**config.mk**
```make
export PLATFORM = sky130hd
export DESIGN_NAME = port_role_and_fault_sense
export DESIGN_NICKNAME = d
export VERILOG_FILES = /design/src/core/port_role_pkg.sv /design/src/core/port_role_and_fault_sense.sv
export SDC_FILE = /design/constraint.sdc
export NUM_CORES = 1
export LEC_CHECK = 0
export BUFFER_PORTS_ARGS = -buffer_cell sky130_fd_sc_hd__buf_4
export CAP_MARGIN = 0
export CORE_ASPECT_RATIO = 0.75
export CORE_MARGIN = 2
export CORE_UTILIZATION = 55
export CTS_CLUSTER_DIAMETER = 80
export CTS_CLUSTER_SIZE = 20
export DETAILED_ROUTE_END_ITERATION = 7
export PLACE_DENSITY = 0.77
export SYNTH_ARGS = -nofsm -noshare
export SYNTH_HDL_FRONTEND = slang
export SYNTH_SLANG_ARGS = --single-unit
export TNS_END_PERCENT = 100
```
**constraint.sdc**
```tcl
create_clock -name clk -period 4.4 [get_ports clk]
set_clock_uncertainty 0.2 [all_clocks]
set_input_delay 0.88 -clock clk [delete_from_list [all_inputs] [get_ports clk]]
set_output_delay 0.88 -clock clk [all_outputs]
set_load 0.05 [all_outputs]
```
**src/core/port_role_pkg.sv**
```systemverilog
// ============================================================
// shared constants and types for the port role block
package port_role_pkg;

    // clock period in picoseconds (40 MHz)
    localparam int unsigned CLK_PERIOD_PS = 25000;

    // least low time on the strobe pin that forces a reset, in ns
    localparam int unsigned STROBE_RESET_NS = 44000;
    // same time in clock cycles, rounded up
    localparam int unsigned STROBE_RESET_CYCLES =
        (STROBE_RESET_NS * 1000 + CLK_PERIOD_PS - 1) / CLK_PERIOD_PS;

    // least below-threshold time before a power fail shows, in ns
    localparam int unsigned POWER_FAIL_NS = 700000;
    // same time in clock cycles, rounded up
    localparam int unsigned POWER_FAIL_CYCLES =
        (POWER_FAIL_NS * 1000 + CLK_PERIOD_PS - 1) / CLK_PERIOD_PS;

    // cycles spent reading the configuration memory after reset
    localparam logic [4:0] INIT_CYCLES = 5'h10;
    // counter widths
    localparam int unsigned STROBE_CNT_W = 11;
    localparam int unsigned POWER_CNT_W = 16;

    // positions inside the synchronised pin vector
    localparam int unsigned PIN_ADDR = 4;
    localparam int unsigned PIN_FAULT = 5;
    localparam int unsigned PIN_STROBE = 6;
    localparam int unsigned PIN_W = 7;

    // positions of the monitor error flags on the data output port
    localparam int unsigned ERR_PULSE = 0;
    localparam int unsigned ERR_INFO = 1;
    localparam int unsigned ERR_PARITY = 2;
    localparam int unsigned ERR_CODING = 3;

    // values after reset
    localparam logic [3:0] DATA_OUT_RESET = 4'hF;
    localparam logic [3:0] ERR_RESET = 4'h0;

    // operating modes held in configuration memory
    typedef enum logic [1:0] {
        MODE_SLAVE = 2'h0,
        MODE_MASTER = 2'h1,
        MODE_REPEATER = 2'h2,
        MODE_MONITOR = 2'h3
    } op_mode_e;

    // start-up sequence states
    typedef enum logic {
        ST_INIT = 1'b0,
        ST_RUN = 1'b1
    } init_state_e;

endpackage : port_role_pkg

```
**src/core/port_role_and_fault_sense.sv**
```systemverilog
`timescale 1ns/1ps
// Notes on behaviour
// (RULE_01) addressing input inverted when bits zero, one differ
// (RULE_02) first lamp inverted when bits two, three differ
// (RULE_03) data outputs show errors only in monitor
// (RULE_04) error set on detection, cleared at telegram start
// (RULE_05) bit zero: alternation, start or end error
// (RULE_06) bit one: no-information or length error
// (RULE_07) bit two: parity mismatch
// (RULE_08) bit three: addressing-channel coding violation
// (RULE_09) strobe pin also acts as reset input
// (RULE_10) strobe held low long enough forces reset
// (RULE_11) after strobe reset, reload configuration memory
// (RULE_12) slave mode: status bit from fault input
// (RULE_13) polarity flag clear: status equals fault level
// (RULE_14) polarity flag set: fault input inverted first
// (RULE_15) fault input synchronised before status bit
// (RULE_16) master or monitor: long low means power fail
// (RULE_17) no power fail during initialisation
// (RULE_18) equal lamp controls: high active, idle zero
// (RULE_19) port roles follow mode loaded at initialisation
// (RULE_20) power fail counter restarts when input recovers
module port_role_and_fault_sense #(
    parameter int unsigned POWER_FAIL_LIMIT = port_role_pkg::POWER_FAIL_CYCLES
) (
    // clock and reset
    input wire logic clk,
    input wire logic reset,
    // configuration memory contents
    input wire port_role_pkg::op_mode_e cfg_mode,
    input wire logic fault_sense_polarity_flag,
    // pins
    input wire logic [3:0] data_in_pins,
    input wire logic addr_channel_pin,
    input wire logic fault_sense_input,
    // strobe pin, open drain
    input wire logic strobe_pin_in,
    output logic strobe_pin_out,
    output logic strobe_pin_oe_n,
    // internal logic on the same clock
    input wire logic strobe_request,
    input wire logic lamp_one_raw,
    input wire logic [3:0] slave_data_out,
    input wire logic telegram_start,
    input wire logic alternation_err,
    input wire logic start_bit_err,
    input wire logic end_bit_err,
    input wire logic no_info_err,
    input wire logic length_err,
    input wire logic parity_err,
    input wire logic coding_err,
    // outputs
    output logic [3:0] data_out_pins,
    output logic addr_channel_proc,
    output logic status_lamp_one,
    output logic slave_status_bit_one,
    output logic parameter_pin_one,
    output logic init_busy,
    output port_role_pkg::op_mode_e active_mode
);
    import port_role_pkg::*;

    // ============================================================
    // pin synchronisers
    logic [PIN_W-1:0] pin_meta_reg; // first stage, read only by second
    logic [PIN_W-1:0] pin_sync_reg; // second stage
    logic [PIN_W-1:0] pin_raw; // gathered pins

    // gather the asynchronous pins
    always_comb begin
        pin_raw = {strobe_pin_in, fault_sense_input, addr_channel_pin, data_in_pins};
    end

    // two flip-flops for every pin
    always_ff @(posedge clk) begin
        if (reset) begin
            pin_meta_reg <= '1;
            pin_sync_reg <= '1;
        end else begin
            pin_meta_reg <= pin_raw;
            pin_sync_reg <= pin_meta_reg;
        end
    end

    // ============================================================
    // strobe pin reset detector
    logic [STROBE_CNT_W-1:0] strobe_cnt_reg, strobe_cnt_next; // low-time counter
    logic ext_reset_reg, ext_reset_next; // one-cycle reset pulse
    logic strobe_drive_reg, strobe_drive_next; // device pulls pin low
    logic strobe_low; // pin low, not from our own drive
    logic core_reset; // reset for all block state except the pin synchronisers and the strobe detector

    // count low time of the pin when the device itself is not pulling
    always_comb begin
        strobe_low = !pin_sync_reg[PIN_STROBE] && !strobe_drive_reg; // [RULE_09]
        strobe_drive_next = strobe_request;
        strobe_cnt_next = '0;
        ext_reset_next = 1'b0;
        if (strobe_low) begin
            // saturate so one long pull gives one reset
            if (strobe_cnt_reg == STROBE_CNT_W'(STROBE_RESET_CYCLES)) begin
                strobe_cnt_next = strobe_cnt_reg;
            end else begin
                strobe_cnt_next = strobe_cnt_reg + 1'b1;
            end
            // reached the least reset time
            if (strobe_cnt_reg == STROBE_CNT_W'(STROBE_RESET_CYCLES - 1)) begin
                ext_reset_next = 1'b1; // [RULE_10]
            end
        end
    end

    // register the detector, the pin drive and the reset pulse
    always_ff @(posedge clk) begin
        if (reset) begin
            strobe_cnt_reg <= '0;
            ext_reset_reg <= 1'b0;
            strobe_drive_reg <= 1'b0;
            strobe_pin_oe_n <= 1'b1; // pin released
        end else begin
            strobe_cnt_reg <= strobe_cnt_next;
            ext_reset_reg <= ext_reset_next;
            strobe_drive_reg <= strobe_drive_next;
            strobe_pin_oe_n <= !strobe_drive_next; // low while pulling the pin
        end
    end

    // open drain: only ever drives low, enable registered above
    always_comb begin
        core_reset = reset || ext_reset_reg; // [RULE_10]
        strobe_pin_out = 1'b0;
    end

    // ============================================================
    // initialisation and configuration load
    init_state_e state_reg, state_next; // start-up state
    logic [4:0] init_cnt_reg, init_cnt_next; // read-out timer
    op_mode_e mode_reg, mode_next; // loaded operating mode
    logic polarity_reg, polarity_next; // loaded fault polarity flag

    // read the configuration memory, then run
    always_comb begin
        state_next = state_reg;
        init_cnt_next = init_cnt_reg;
        mode_next = mode_reg;
        polarity_next = polarity_reg;
        unique case (state_reg)
            ST_INIT: begin
                init_cnt_next = init_cnt_reg + 1'b1;
                // read-out done: latch configuration
                if (init_cnt_reg == INIT_CYCLES - 1'b1) begin
                    mode_next = cfg_mode; // [RULE_19]
                    polarity_next = fault_sense_polarity_flag;
                    state_next = ST_RUN;
                end
            end
            ST_RUN: begin
                init_cnt_next = '0;
            end
        endcase
    end

    // any reset, pin or system, restarts the read-out
    always_ff @(posedge clk) begin
        if (core_reset) begin
            state_reg <= ST_INIT; // [RULE_11]
            init_cnt_reg <= '0;
            mode_reg <= MODE_SLAVE;
            polarity_reg <= 1'b0;
        end else begin
            state_reg <= state_next;
            init_cnt_reg <= init_cnt_next;
            mode_reg <= mode_next;
            polarity_reg <= polarity_next;
        end
    end

    // ============================================================
    // mode dependent port roles
    logic control_mode; // master, repeater or monitor
    logic monitor_mode; // monitor only
    logic fault_level; // fault input after polarity
    logic [3:0] err_reg, err_next; // active high error flags
    logic [3:0] err_event; // error detections this cycle
    logic [3:0] data_out_next;
    logic addr_next, lamp_next, status_next;

    // decode mode and compute the port functions
    always_comb begin
        control_mode = (mode_reg != MODE_SLAVE) && (state_reg == ST_RUN);
        monitor_mode = (mode_reg == MODE_MONITOR) && (state_reg == ST_RUN);
        // error sources grouped per output bit
        err_event[ERR_PULSE] = alternation_err || start_bit_err || end_bit_err; // [RULE_05]
        err_event[ERR_INFO] = no_info_err || length_err; // [RULE_06]
        err_event[ERR_PARITY] = parity_err; // [RULE_07]
        err_event[ERR_CODING] = coding_err; // [RULE_08]
        // new detection wins over the telegram start clear
        if (telegram_start) begin
            err_next = err_event; // [RULE_04]
        end else begin
            err_next = err_reg | err_event; // [RULE_04]
        end
        // data port role
        if (monitor_mode) begin
            data_out_next = ~err_next; // [RULE_03]
        end else if (control_mode) begin
            data_out_next = DATA_OUT_RESET;
        end else begin
            data_out_next = slave_data_out;
        end
        // polarity controls on the data inputs
        addr_next = pin_sync_reg[PIN_ADDR];
        lamp_next = lamp_one_raw;
        if (control_mode) begin
            addr_next = pin_sync_reg[PIN_ADDR] ^ pin_sync_reg[0] ^ pin_sync_reg[1]; // [RULE_01]
            lamp_next = lamp_one_raw ^ pin_sync_reg[2] ^ pin_sync_reg[3]; // [RULE_02] [RULE_18]
        end
        // fault input after the synchroniser and polarity flag
        fault_level = pin_sync_reg[PIN_FAULT] ^ polarity_reg; // [RULE_13] [RULE_14] [RULE_15]
        status_next = (mode_reg == MODE_SLAVE) ? fault_level : 1'b0; // [RULE_12]
    end

    // register the port outputs
    always_ff @(posedge clk) begin
        if (core_reset) begin
            err_reg <= ERR_RESET;
            data_out_pins <= DATA_OUT_RESET;
            addr_channel_proc <= 1'b0;
            status_lamp_one <= 1'b0;
            slave_status_bit_one <= 1'b0;
        end else begin
            err_reg <= err_next;
            data_out_pins <= data_out_next;
            addr_channel_proc <= addr_next;
            status_lamp_one <= lamp_next;
            slave_status_bit_one <= status_next;
        end
    end

    // ============================================================
    // power fail detector
    logic [POWER_CNT_W-1:0] pf_cnt_reg, pf_cnt_next; // below-threshold time
    logic pf_next; // power fail level
    logic pf_mode; // master or monitor, running

    // count while the comparator reports low; restart on recovery
    always_comb begin
        pf_mode = ((mode_reg == MODE_MASTER) || (mode_reg == MODE_MONITOR))
            && (state_reg == ST_RUN);
        pf_cnt_next = '0;
        if (pf_mode && !pin_sync_reg[PIN_FAULT]) begin
            if (pf_cnt_reg == POWER_CNT_W'(POWER_FAIL_LIMIT)) begin
                pf_cnt_next = pf_cnt_reg;
            end else begin
                pf_cnt_next = pf_cnt_reg + 1'b1; // [RULE_20]
            end
        end
        pf_next = pf_mode && (pf_cnt_next == POWER_CNT_W'(POWER_FAIL_LIMIT)); // [RULE_16] [RULE_17]
    end

    // register the detector and start-up outputs
    always_ff @(posedge clk) begin
        if (core_reset) begin
            pf_cnt_reg <= '0;
            parameter_pin_one <= 1'b0;
            init_busy <= 1'b1;
            active_mode <= MODE_SLAVE;
        end else begin
            pf_cnt_reg <= pf_cnt_next;
            parameter_pin_one <= pf_next;
            init_busy <= (state_next == ST_INIT);
            active_mode <= mode_next;
        end
    end

    // ============================================================
    // assertions
    a_addr_invert: // [RULE_01]
    assert property (@(posedge clk) disable iff (core_reset)
        control_mode |=> addr_channel_proc == ($past(pin_sync_reg[PIN_ADDR])
            ^ $past(pin_sync_reg[0]) ^ $past(pin_sync_reg[1])))
        else $error("addressing input polarity wrong");
    a_lamp_invert: // [RULE_02]
    assert property (@(posedge clk) disable iff (core_reset)
        control_mode |=> status_lamp_one == ($past(lamp_one_raw)
            ^ $past(pin_sync_reg[2]) ^ $past(pin_sync_reg[3])))
        else $error("lamp polarity wrong");
    a_err_only_monitor: // [RULE_03]
    assert property (@(posedge clk) disable iff (core_reset)
        (control_mode && !monitor_mode) |=> data_out_pins == DATA_OUT_RESET)
        else $error("error flags outside monitor mode");
    a_err_pulse_set: // [RULE_05]
    assert property (@(posedge clk) disable iff (core_reset)
        (monitor_mode && (alternation_err || start_bit_err || end_bit_err))
        |=> !data_out_pins[ERR_PULSE])
        else $error("pulse code error not flagged");
    a_err_clear_start: // [RULE_04]
    assert property (@(posedge clk) disable iff (core_reset)
        (monitor_mode && telegram_start && !parity_err) |=> data_out_pins[ERR_PARITY])
        else $error("parity flag not cleared at telegram start");
    a_err_info_hold: // [RULE_06]
    assert property (@(posedge clk) disable iff (core_reset)
        (monitor_mode && length_err) ##1 (monitor_mode && !telegram_start)[*2]
        |=> !data_out_pins[ERR_INFO])
        else $error("info error flag dropped early");

    a_coding_set: // [RULE_08]
    assert property (@(posedge clk) disable iff (core_reset)
        (monitor_mode && coding_err) |=> !data_out_pins[ERR_CODING])
        else $error("coding error not flagged");

    a_strobe_reset: // [RULE_10]
    assert property (@(posedge clk) disable iff (reset)
        ext_reset_reg |=> init_busy ##[1:20] !init_busy)
        else $error("strobe reset did not restart initialisation");

    a_status_fault: // [RULE_12]
    assert property (@(posedge clk) disable iff (core_reset)
        (mode_reg == MODE_SLAVE) |=> slave_status_bit_one
            == ($past(pin_sync_reg[PIN_FAULT]) ^ $past(polarity_reg)))
        else $error("status bit does not follow fault input");

    a_pf_quiet_init: // [RULE_17]
    assert property (@(posedge clk) disable iff (reset)
        init_busy |-> !parameter_pin_one)
        else $error("power fail during initialisation");

    a_pf_restart: // [RULE_20]
    assert property (@(posedge clk) disable iff (core_reset)
        pin_sync_reg[PIN_FAULT] |=> pf_cnt_reg == '0 ##1 !parameter_pin_one)
        else $error("power fail counter not restarted");

    c_monitor_error: cover property (@(posedge clk) monitor_mode && !data_out_pins[ERR_PARITY]);
    c_power_fail: cover property (@(posedge clk) $rose(parameter_pin_one));
    c_strobe_reset: cover property (@(posedge clk) ext_reset_reg);
    c_lamp_inverted: cover property (@(posedge clk)
        control_mode && (pin_sync_reg[2] != pin_sync_reg[3]));

endmodule : port_role_and_fault_sense

```
# Yosys cells after proc, flatten, opt, wreduce, memory -nomap -nowiden

Index checks and enable logic that the tools add are counted.

Register bits: 66
Output and inout port bits: 13

Add/subtract/negate cells: 3
Equality and inequality tests: 7
Muxes and demuxes: 11
Bitwise operators: 11
Reduce and logical (&&, ||, !) cells: 20

Operators by type and width:

| operator                                         | count |
|---|---|
| == test 16 x 15 -> 1 bit (second input constant) | 2 |
| two-way mux 16 bit                               | 2 |
| == test 11 bit (second input constant)           | 2 |
| adder 16 x 1 -> 16 bit (second input constant)   | 1 |
| two-way mux 4 bit                                | 3 |
| adder 11 x 1 -> 11 bit (second input constant)   | 1 |
| one-hot mux 5 bit (2 select lines)               | 1 |
| logical AND 1 bit                                | 6 |
| adder 5 x 1 -> 5 bit (second input constant)     | 1 |
| == test 5 x 4 -> 1 bit (second input constant)   | 1 |
| logical OR 1 bit                                 | 5 |
| two-way mux 1 bit                                | 5 |
| XOR 1 bit                                        | 5 |
| zero test 1 bit                                  | 4 |
| NOT 1 bit                                        | 4 |
| NOT 4 bit                                        | 1 |
| OR 4 bit                                         | 1 |
| OR reduction 2 bit                               | 2 |
| == test 2 x 1 -> 1 bit (second input constant)   | 1 |
| == test 2 bit (second input constant)            | 1 |
| zero test 2 bit                                  | 1 |
| AND reduction 2 bit                              | 1 |
| nonzero test 2 bit                               | 1 |

# Logic depth before layout (Yosys ltp)

Gate-level depths: netlist of run 1.

Word-level depth: 7
Gate-level depth with buffers: 8
Mapped depth without buffers: 7

# Least setup slack after synthesis of run 1

OpenSTA, ideal clock, no wires.

Path kind: reg-to-reg
Start point: register pf_cnt_reg[0]
End point: register parameter_pin_one
Data arrival time: 2,130 ps
Required time: 4,139 ps
Setup slack: 2,009 ps
Stages on the path, launching flop included: 9
Buffers on the path: 1
Cells stage by stage: dfxtp_1 -> inv_1 -> ha_1 -> or4b_1 -> or4_1 -> buf_2 -> a21o_1 -> and4bb_1 -> and4_1

Word-level cells in the longest chain between the ends: 5
Elaborated cells between the ends (all ways): 6
Those cells by class: add/sub (1); eq/ne (2); mux (2); reduce/logical (1)

Ends and longest elaborated chain:

| element                                                                   | RTL line                                                           | source |
|---|---|---|
| start: declaration                                                        | port_role_and_fault_sense.sv:242                                   | `logic [POWER_CNT_W-1:0] pf_cnt_reg, pf_cnt_next;` |
| start signal: assignment                                                  | port_role_and_fault_sense.sv:269                                   | `pf_cnt_reg <= pf_cnt_next;` |
| adder 16 x 1 -> 16 bit / == test 16 x 15 -> 1 bit (equally long branches) | port_role_and_fault_sense.sv:255, port_role_and_fault_sense.sv:252 |  |
| two-way mux 16 bit *                                                      | port_role_and_fault_sense.sv:252                                   | `if (pf_cnt_reg == POWER_CNT_W'(POWER_FAIL_LIMIT)) begin` |
| two-way mux 16 bit *                                                      | port_role_and_fault_sense.sv:251                                   | `if (pf_mode && !pin_sync_reg[PIN_FAULT]) begin` |
| == test 16 x 15 -> 1 bit *                                                | port_role_and_fault_sense.sv:258                                   | `pf_next = pf_mode && (pf_cnt_next == POWER_CNT_W'(POWER_FAIL_LIMIT));` |
| logical AND 1 bit *                                                       | port_role_and_fault_sense.sv:258                                   |  |
| end signal: assignment                                                    | port_role_and_fault_sense.sv:270                                   | `parameter_pin_one <= pf_next;` |
| end: declaration                                                          | port_role_and_fault_sense.sv:57                                    | `output logic parameter_pin_one,` |

Every way passes the cells marked *; elsewhere a longest branch is shown, timed or not.
A chain may end at the register's enable or synchronous reset.

# Worst setup path after layout of run 1

Ends and elaborated chain as after synthesis.

==> impl_metrics.tcl, run 1 <==
set metrics [dict create \
    cp.required_ns 4.43 \
    post-dp-hpwl_mm 3.61 \
    drtIter0Drc 170 \
    nets 360 \
    postCtsSetupBuffers 0 \
    cts.path.max_buffers 2 \
    cts_tree "built" \
    setup-violations-final 0 \
    wire_per_inst_um 13.0 \
    critical_path.reg2reg.endpoint "parameter_pin_one$_SDFF_PP0_" \
    fin_worst_hold_slack_ns 0.208 \
    yosys-top-cells-area "dfxtp_1 (50%), nor2_1 (6.5%), xnor2_1 (6.3%)" \
    worst_setup_path_end_kind "flop" \
    synthesis.area_mm2 0.00266 \
    vdd_ir_drop_max_mv 0.307 \
    number_of_global_route_vias_before_repair 2001 \
    worstMarginPinSlew_ns 0.768 \
    cell_at_the_root_of_the_clock_tree "clkbuf_8" \
    synth_seq_cells 66 \
    clk-insertion-delay-late_ns 0.33 \
    ant_nets 0 \
    power.static_leakage_nw 1.22 \
    antenna_cells 0 \
    power.density_cell_area_mw_per_mm2 377 \
    via_count_of_the_routed_design 2038 \
    totalNegativeSetupSlack_ns 0 \
    timing.reg2reg.worst_path_depth 6 \
    routabilityCongestion 0.907 \
    grt_start_max_net_pins 20 \
    synthDistinctLibCells 44 \
    most_frequent_cell_after_synthesis "dfxtp_1" \
    layout_worst_path_cycle_share_pct 58.8 \
    r2r_slack_ns 1.81 \
    drv.max_cap_violation_count 0 \
    layout-drive-gt1-share_pct 21.6 \
    critPathLaunch "pf_cnt_reg[0]$_SDFF_PP0_" \
    timing_max_transition_violations_final 0 \
    post_cts.resized_instances 0 \
    die_area_mm2 0.00541 \
    worstPathMaxFanout 6 \
    period_needed_ns 2.59 \
    syn-instance-count 289 \
    post_cts_hold_buffer_count 0 \
    slew_headroom_pct 48.3 \
    row_count 21 \
    clk_transition_reported_paths_ns 0.07 \
    cts_buffers 9 \
    grt_antenna_before_repair 0 \
    via_per_inst 5.23 \
    post_synth.cell_area_avg_um2 9.19 \
    synth_top_cell_by_area "dfxtp_1" \
    ys_seq_area_share_pct 49.7 \
    floorplan.initialDensity_pct 58.4 \
    worstPathArrival_ns 2.62 \
    fmax_mhz 387 \
    core_area_mm2 0.00455 \
    die_x_um 84.2 \
    ctsHtreeMaxLevel 3 \
    grt_util_all_layers_pct 21.6 \
    yosys_warnings 0 \
    crit_path_start_kind "flop" \
    cts_sink_cnt 66 \
    setup.worst_path.end "parameter_pin_one$_SDFF_PP0_" \
    grt_first_pass_wirelength_mm 9.03 \
    num_io_pins 39 \
    firstDrtPassIters 4 \
    synthTopCellsByCount "dfxtp_1 (66), nor2_1 (46), xnor2_1 (19)" \
    synth_edf_count 0 \
    synth_nets 321 \
    die_height_um 64.2 \
    status "completed" \
    post-synth-top-area-fraction_pct 49.7 \
    drt_drc_violations_left 0 \
    report.final.hold_viol_count 0 \
    setup.worst_path.class "flop to flop" \
    postSynth.topFlopCell "dfxtp_1" \
    async_flop_share_pct 0 \
    drt-total-wl_mm 5.06 \
    worst_hold_class "flop to flop" \
    largest_reg_flops 16 \
    flow.area_growth_from_synthesis_pct 19.1 \
    grt-ovfl-total 0 \
    unrepaired_setup_endpoints_after_global_routing "no" \
    port_buffers 37 \
    timing.rr.start "pf_cnt_reg[0]$_SDFF_PP0_" \
]
## layout make-up
class                   count  area, um2
repair buffers             37        278
flip-flops and latches     66       1320
fillers                   354       1380
clock inverters             5       52.6
clock buffers              11        151
inverters                  13       48.8
multi-input cells         201       1240
well taps                  57       71.3
## worst min-delay path by stage
stage                                             to  cells past startpoint                       start
after global placement    pin_sync_reg[6]$_SDFF_PP1_                      1  pin_meta_reg[6]$_SDFF_PP1_
after global routing      pin_sync_reg[4]$_SDFF_PP1_                      1  pin_meta_reg[4]$_SDFF_PP1_
after CTS                 pin_sync_reg[0]$_SDFF_PP1_                      1  pin_meta_reg[0]$_SDFF_PP1_
after floorplan           pin_sync_reg[0]$_SDFF_PP1_                      1  pin_meta_reg[0]$_SDFF_PP1_
after detailed placement  pin_sync_reg[0]$_SDFF_PP1_                      1  pin_meta_reg[0]$_SDFF_PP1_
final                     pin_sync_reg[0]$_SDFF_PP1_                      1  pin_meta_reg[0]$_SDFF_PP1_
## per-layer routing
layer	track usage (%)	vias to the layer above	part of all wire (%)
met1	28.5	917	49
met5	0	-	0
li1	-	1047	-
met3	9.56	6	7.4
met4	9.48	0	1.7
met2	30.3	68	42
## report_power, final
group          total, mW  internal, mW  switching (mW)  leakage [nW]
Sequential         0.618         0.613         0.00536         0.540
Clock              0.508         0.289           0.219         0.105
Combinational     0.0650        0.0304          0.0346         0.573
## critical path: stages (launching register included)
cell,delay [ns]
dfxtp_1,0.44
ha_1,0.27
nand3_1,0.25
nor4_1,0.75
maj3_1,0.30
o21ai_0,0.08
and4_1,0.18
## cell families after synthesis
| group | synth area share [%] |
|---|---|
| mux | 1.51 |
| compound gates | 6.64 |
| flops | 49.7 |
| other cells | 0.141 |
| xor+xnor | 8.90 |
| buf+inv | 3.58 |
| fa+ha+maj | 3.20 |
| simple gates | 26.3 |
## layout by cell type, fill, tap and decap left out, drive strengths merged, types with 2 or more instances in the layout
master,netlist,routed
a21o,2,2
a21oi,14,14
and3,8,8
buf,3,37
clkbuf,6,11
clkinv,0,3
dfxtp,66,66
ha,6,6
inv,13,13
mux2i,4,4
nand2,11,11
nand3,14,14
nand3b,2,2
nand4,4,4
nor2,46,46
nor2b,4,4
nor3,4,4
nor4,4,4
o21ai,7,7
o31a,2,2
or2,15,15
or3,7,7
or3b,3,3
xnor2,19,19
xor2,8,8
## stage by stage
step           instance area [um2]  power [mW]  setup WS, ns  cells  utilization, %
2_1_floorplan                 2660       0.669          2.01    289               -
3_3_place_gp                  2960       0.696          1.94    374            65.1
3_5_place_dp                  2960       0.698          1.88    374            65.1
4_1_cts                       3160        1.20          1.85    390            69.6
5_1_grt                       3160        1.25          1.68    390            69.6
6_report                      3160        1.19          1.81    390            69.6
(Power assumes the default switching activity.)
==> inputs of run 2 (changes only) <==
--- a/config.mk
+++ b/config.mk
@@ -5,6 +5,7 @@
 export SDC_FILE = /design/constraint.sdc
 export NUM_CORES = 1
 export LEC_CHECK = 0
+export ABC_AREA = 1
 export BUFFER_PORTS_ARGS = -buffer_cell sky130_fd_sc_hd__buf_4
 export CAP_MARGIN = 0
 export CORE_ASPECT_RATIO = 0.75
==> constraint.sdc (replaced) <==
create_clock -name clk -period 2.6 [get_ports clk]
set_clock_uncertainty 0.2 [all_clocks]
set_input_delay 0.52 -clock clk [delete_from_list [all_inputs] [get_ports clk]]
set_output_delay 0.52 -clock clk [all_outputs]
set_load 0.05 [all_outputs]
==> run 2 against run 1 <==
  * Largest power group unchanged
  * Critical path depth up 5
  * Count of clock-buffer cells in the layout up 1
  * Power up 62%
  * Die area up 5.5%
==> impl_metrics.tcl, run 2 <==
set metrics [dict create \
    status "completed" \
    post-dp-hpwl_mm 4.00 \
    row_count 22 \
    yosys-top-cells-area "dfxtp_1 (47%), nor2_1 (8.1%), inv_1 (6.9%)" \
    grt_first_pass_wirelength_mm 9.80 \
    layout.cells.most_common_list "dfxtp_1 (66), nor2_1 (61), inv_1 (52)" \
    clk_transition_reported_paths_ns 0.07 \
    worstPathMaxFanout 4 \
    detailed_place.area_mm2 0.00315 \
    number_of_global_route_vias_before_repair 2233 \
    cts_buffers 9 \
    worst_hold_class "input port to flop" \
    cell_at_the_root_of_the_clock_tree "clkbuf_8" \
    die_x_um 86.5 \
    fin_util_pct 68.0 \
    post-synth-top-area-fraction_pct 47.0 \
    power.density_cell_area_mw_per_mm2 580 \
    yosys_warnings 0 \
    grt_util_all_layers_pct 22.0 \
    final_critical_path_setup_slack_ns 0.698 \
    num_io_pins 39 \
    wire_per_inst_um 11.4 \
    share_of_the_synthesized_area_in_compound_gates_ao_oa_aoi_oai_pct 8.55 \
    drv.max_cap_violation_count 0 \
    setup-violations-final 0 \
    final-instance-count-excl-fill 480 \
    async_flop_share_pct 0 \
    worst_setup_path_end_kind "flop" \
    cp.required_ns 2.68 \
    synth_xor_area_share_pct 0.935 \
    unrepaired_setup_endpoints_after_global_routing "no" \
    synth_seq_cells 66 \
    yosys.area_share.adder_pct 2.67 \
    via_count_of_the_routed_design 2423 \
    post_synth.cell_area_avg_um2 7.60 \
    grt-ovfl-total 0 \
    layout_worst_path_cycle_share_pct 73.1 \
    period_needed_ns 1.90 \
    synth_mux_area_share_pct 0 \
    ys_seq_area_share_pct 47.0 \
    nets 447 \
    via_per_inst 5.05 \
    routabilityCongestion 0.875 \
    fmax_mhz 526 \
    power.static_leakage_nw 1.39 \
    syn-instance-count 370 \
    place_ws_ns 0.490 \
    post_cts_hold_buffer_count 0 \
    grt_start_max_net_pins 19 \
    clk-insertion-delay-late_ns 0.34 \
    postSynth.topFlopCell "dfxtp_1" \
    postCtsSetupBuffers 0 \
    drtIter0Drc 139 \
    non_filler_cell_area_final_mm2 0.00333 \
    synth_top_cell_by_area "dfxtp_1" \
    largest_reg_flops 16 \
    layout-drive-gt1-share_pct 21.4 \
    cts_tree "built" \
    report.final.hold_viol_count 0 \
    synthTopCellsByCount "dfxtp_1 (66), nor2_1 (61), inv_1 (52)" \
    setup.worst_path.class "flop to flop" \
    ant_nets 0 \
    drt-total-wl_mm 5.46 \
    layout.cells.most_common "dfxtp_1" \
    synthSimpleGateAreaFrac_pct 32.5 \
    place.detailed.instances 464 \
    core_area_mm2 0.00490 \
    die_height_um 65.9 \
    synthesis.area_mm2 0.00281 \
    cts_sink_cnt 66 \
    cts.path.max_buffers 2 \
    synth_nets 402 \
    ctsHtreeMaxLevel 3 \
    most_frequent_cell_after_synthesis "dfxtp_1" \
    antenna_cells 0 \
    r2r_slack_ns 0.70 \
    synthDistinctLibCells 32 \
    area.sequential_mm2 0.00132 \
    post_cts.resized_instances 0 \
    crit_path_start_kind "flop" \
    drt_drc_violations_left 0 \
    port_buffers 37 \
    firstDrtPassIters 5 \
    flow.area_growth_from_synthesis_pct 18.6 \
    die_area_mm2 0.00570 \
    totalNegativeSetupSlack_ns 0 \
    fillers 414 \
    floorplan.initialDensity_pct 57.4 \
    synth_top_family_by_area "simple AND/OR/NAND/NOR gates" \
    grt_antenna_before_repair 0 \
    synth_edf_count 0 \
    timing_max_transition_violations_final 0 \
    vdd_ir_drop_max_mv 0.499 \
    multiInputGateArea_mm2 0.00126 \
    worstPathArrival_ns 1.98 \
]
run 2: logic make-up (layout without fill, tap and decap cells):
group	Yosys count	count (layout)
buffers and inverters	59	109
other	1	1
AO/OA/AOI/OAI	42	42
adder cells (fa/ha/maj)	6	6
XOR/XNOR	3	3
flip-flops	66	66
AND/OR/NAND/NOR	193	193
run 2: path summary, 6_finish.rpt:
| kind | startpoint | end | depth (start not counted) |
|---|---|---|---|
| setup reg to reg | pf_cnt_reg[1]$_SDFF_PP0_ | parameter_pin_one$_SDFF_PP0_ | 11 |
| hold reg to reg | pin_meta_reg[5]$_SDFF_PP1_ | pin_sync_reg[5]$_SDFF_PP1_ | 1 |
| setup / recovery | pf_cnt_reg[1]$_SDFF_PP0_ | parameter_pin_one$_SDFF_PP0_ | 11 |
| hold / removal | lamp_one_raw | status_lamp_one$_SDFF_PP0_ | 2 |
run 2: power by group:
part	internal, mW	switching, mW	total, mW	leakage [nW]
clock network	0.396	0.377	0.773	0.0924
logic	0.0519	0.0614	0.113	0.756
registers	1.04	0.00966	1.05	0.540
run 2: layer usage:
layer | part of all wire [%] | track usage (%) | vias to the layer above
met3 | 6.8 | 6.62 | 6
met1 | 49 | 28.6 | 1089
met5 | 0 | 0 | -
met4 | 0.70 | 7.62 | 0
met2 | 44 | 34.8 | 67
li1 | - | - | 1261
run 2: cell type report:
cell class / count / share of cell area (%)
clock buffers: 12 / 4.65
clock inverters: 4 / 0.788
inverters: 54 / 6.08
multi-input cells: 245 / 37.8
flip-flops and latches: 66 / 39.6
well taps: 60 / 2.25
repair buffers: 39 / 8.78
run 2: per-stage QoR:
step	power, mW	hold slack, ns
final	1.93	0.150
after global routing	2.01	0.141
after CTS	1.96	0.137
after detailed placement	1.18	0.194
after global placement	1.18	0.193
after floorplan	1.13	0.189
run 2: critical path, stage by stage (launching register included):
cell and delay, ns:
dfxtp_1 0.38, ha_1 0.20, nand2_1 0.09, inv_1 0.14, nand3_1 0.13, nor2_2 0.14, nor2_1 0.07, nor2_1 0.12
nand3_1 0.10, nor2_1 0.11, nand3_1 0.07, nor2_1 0.09
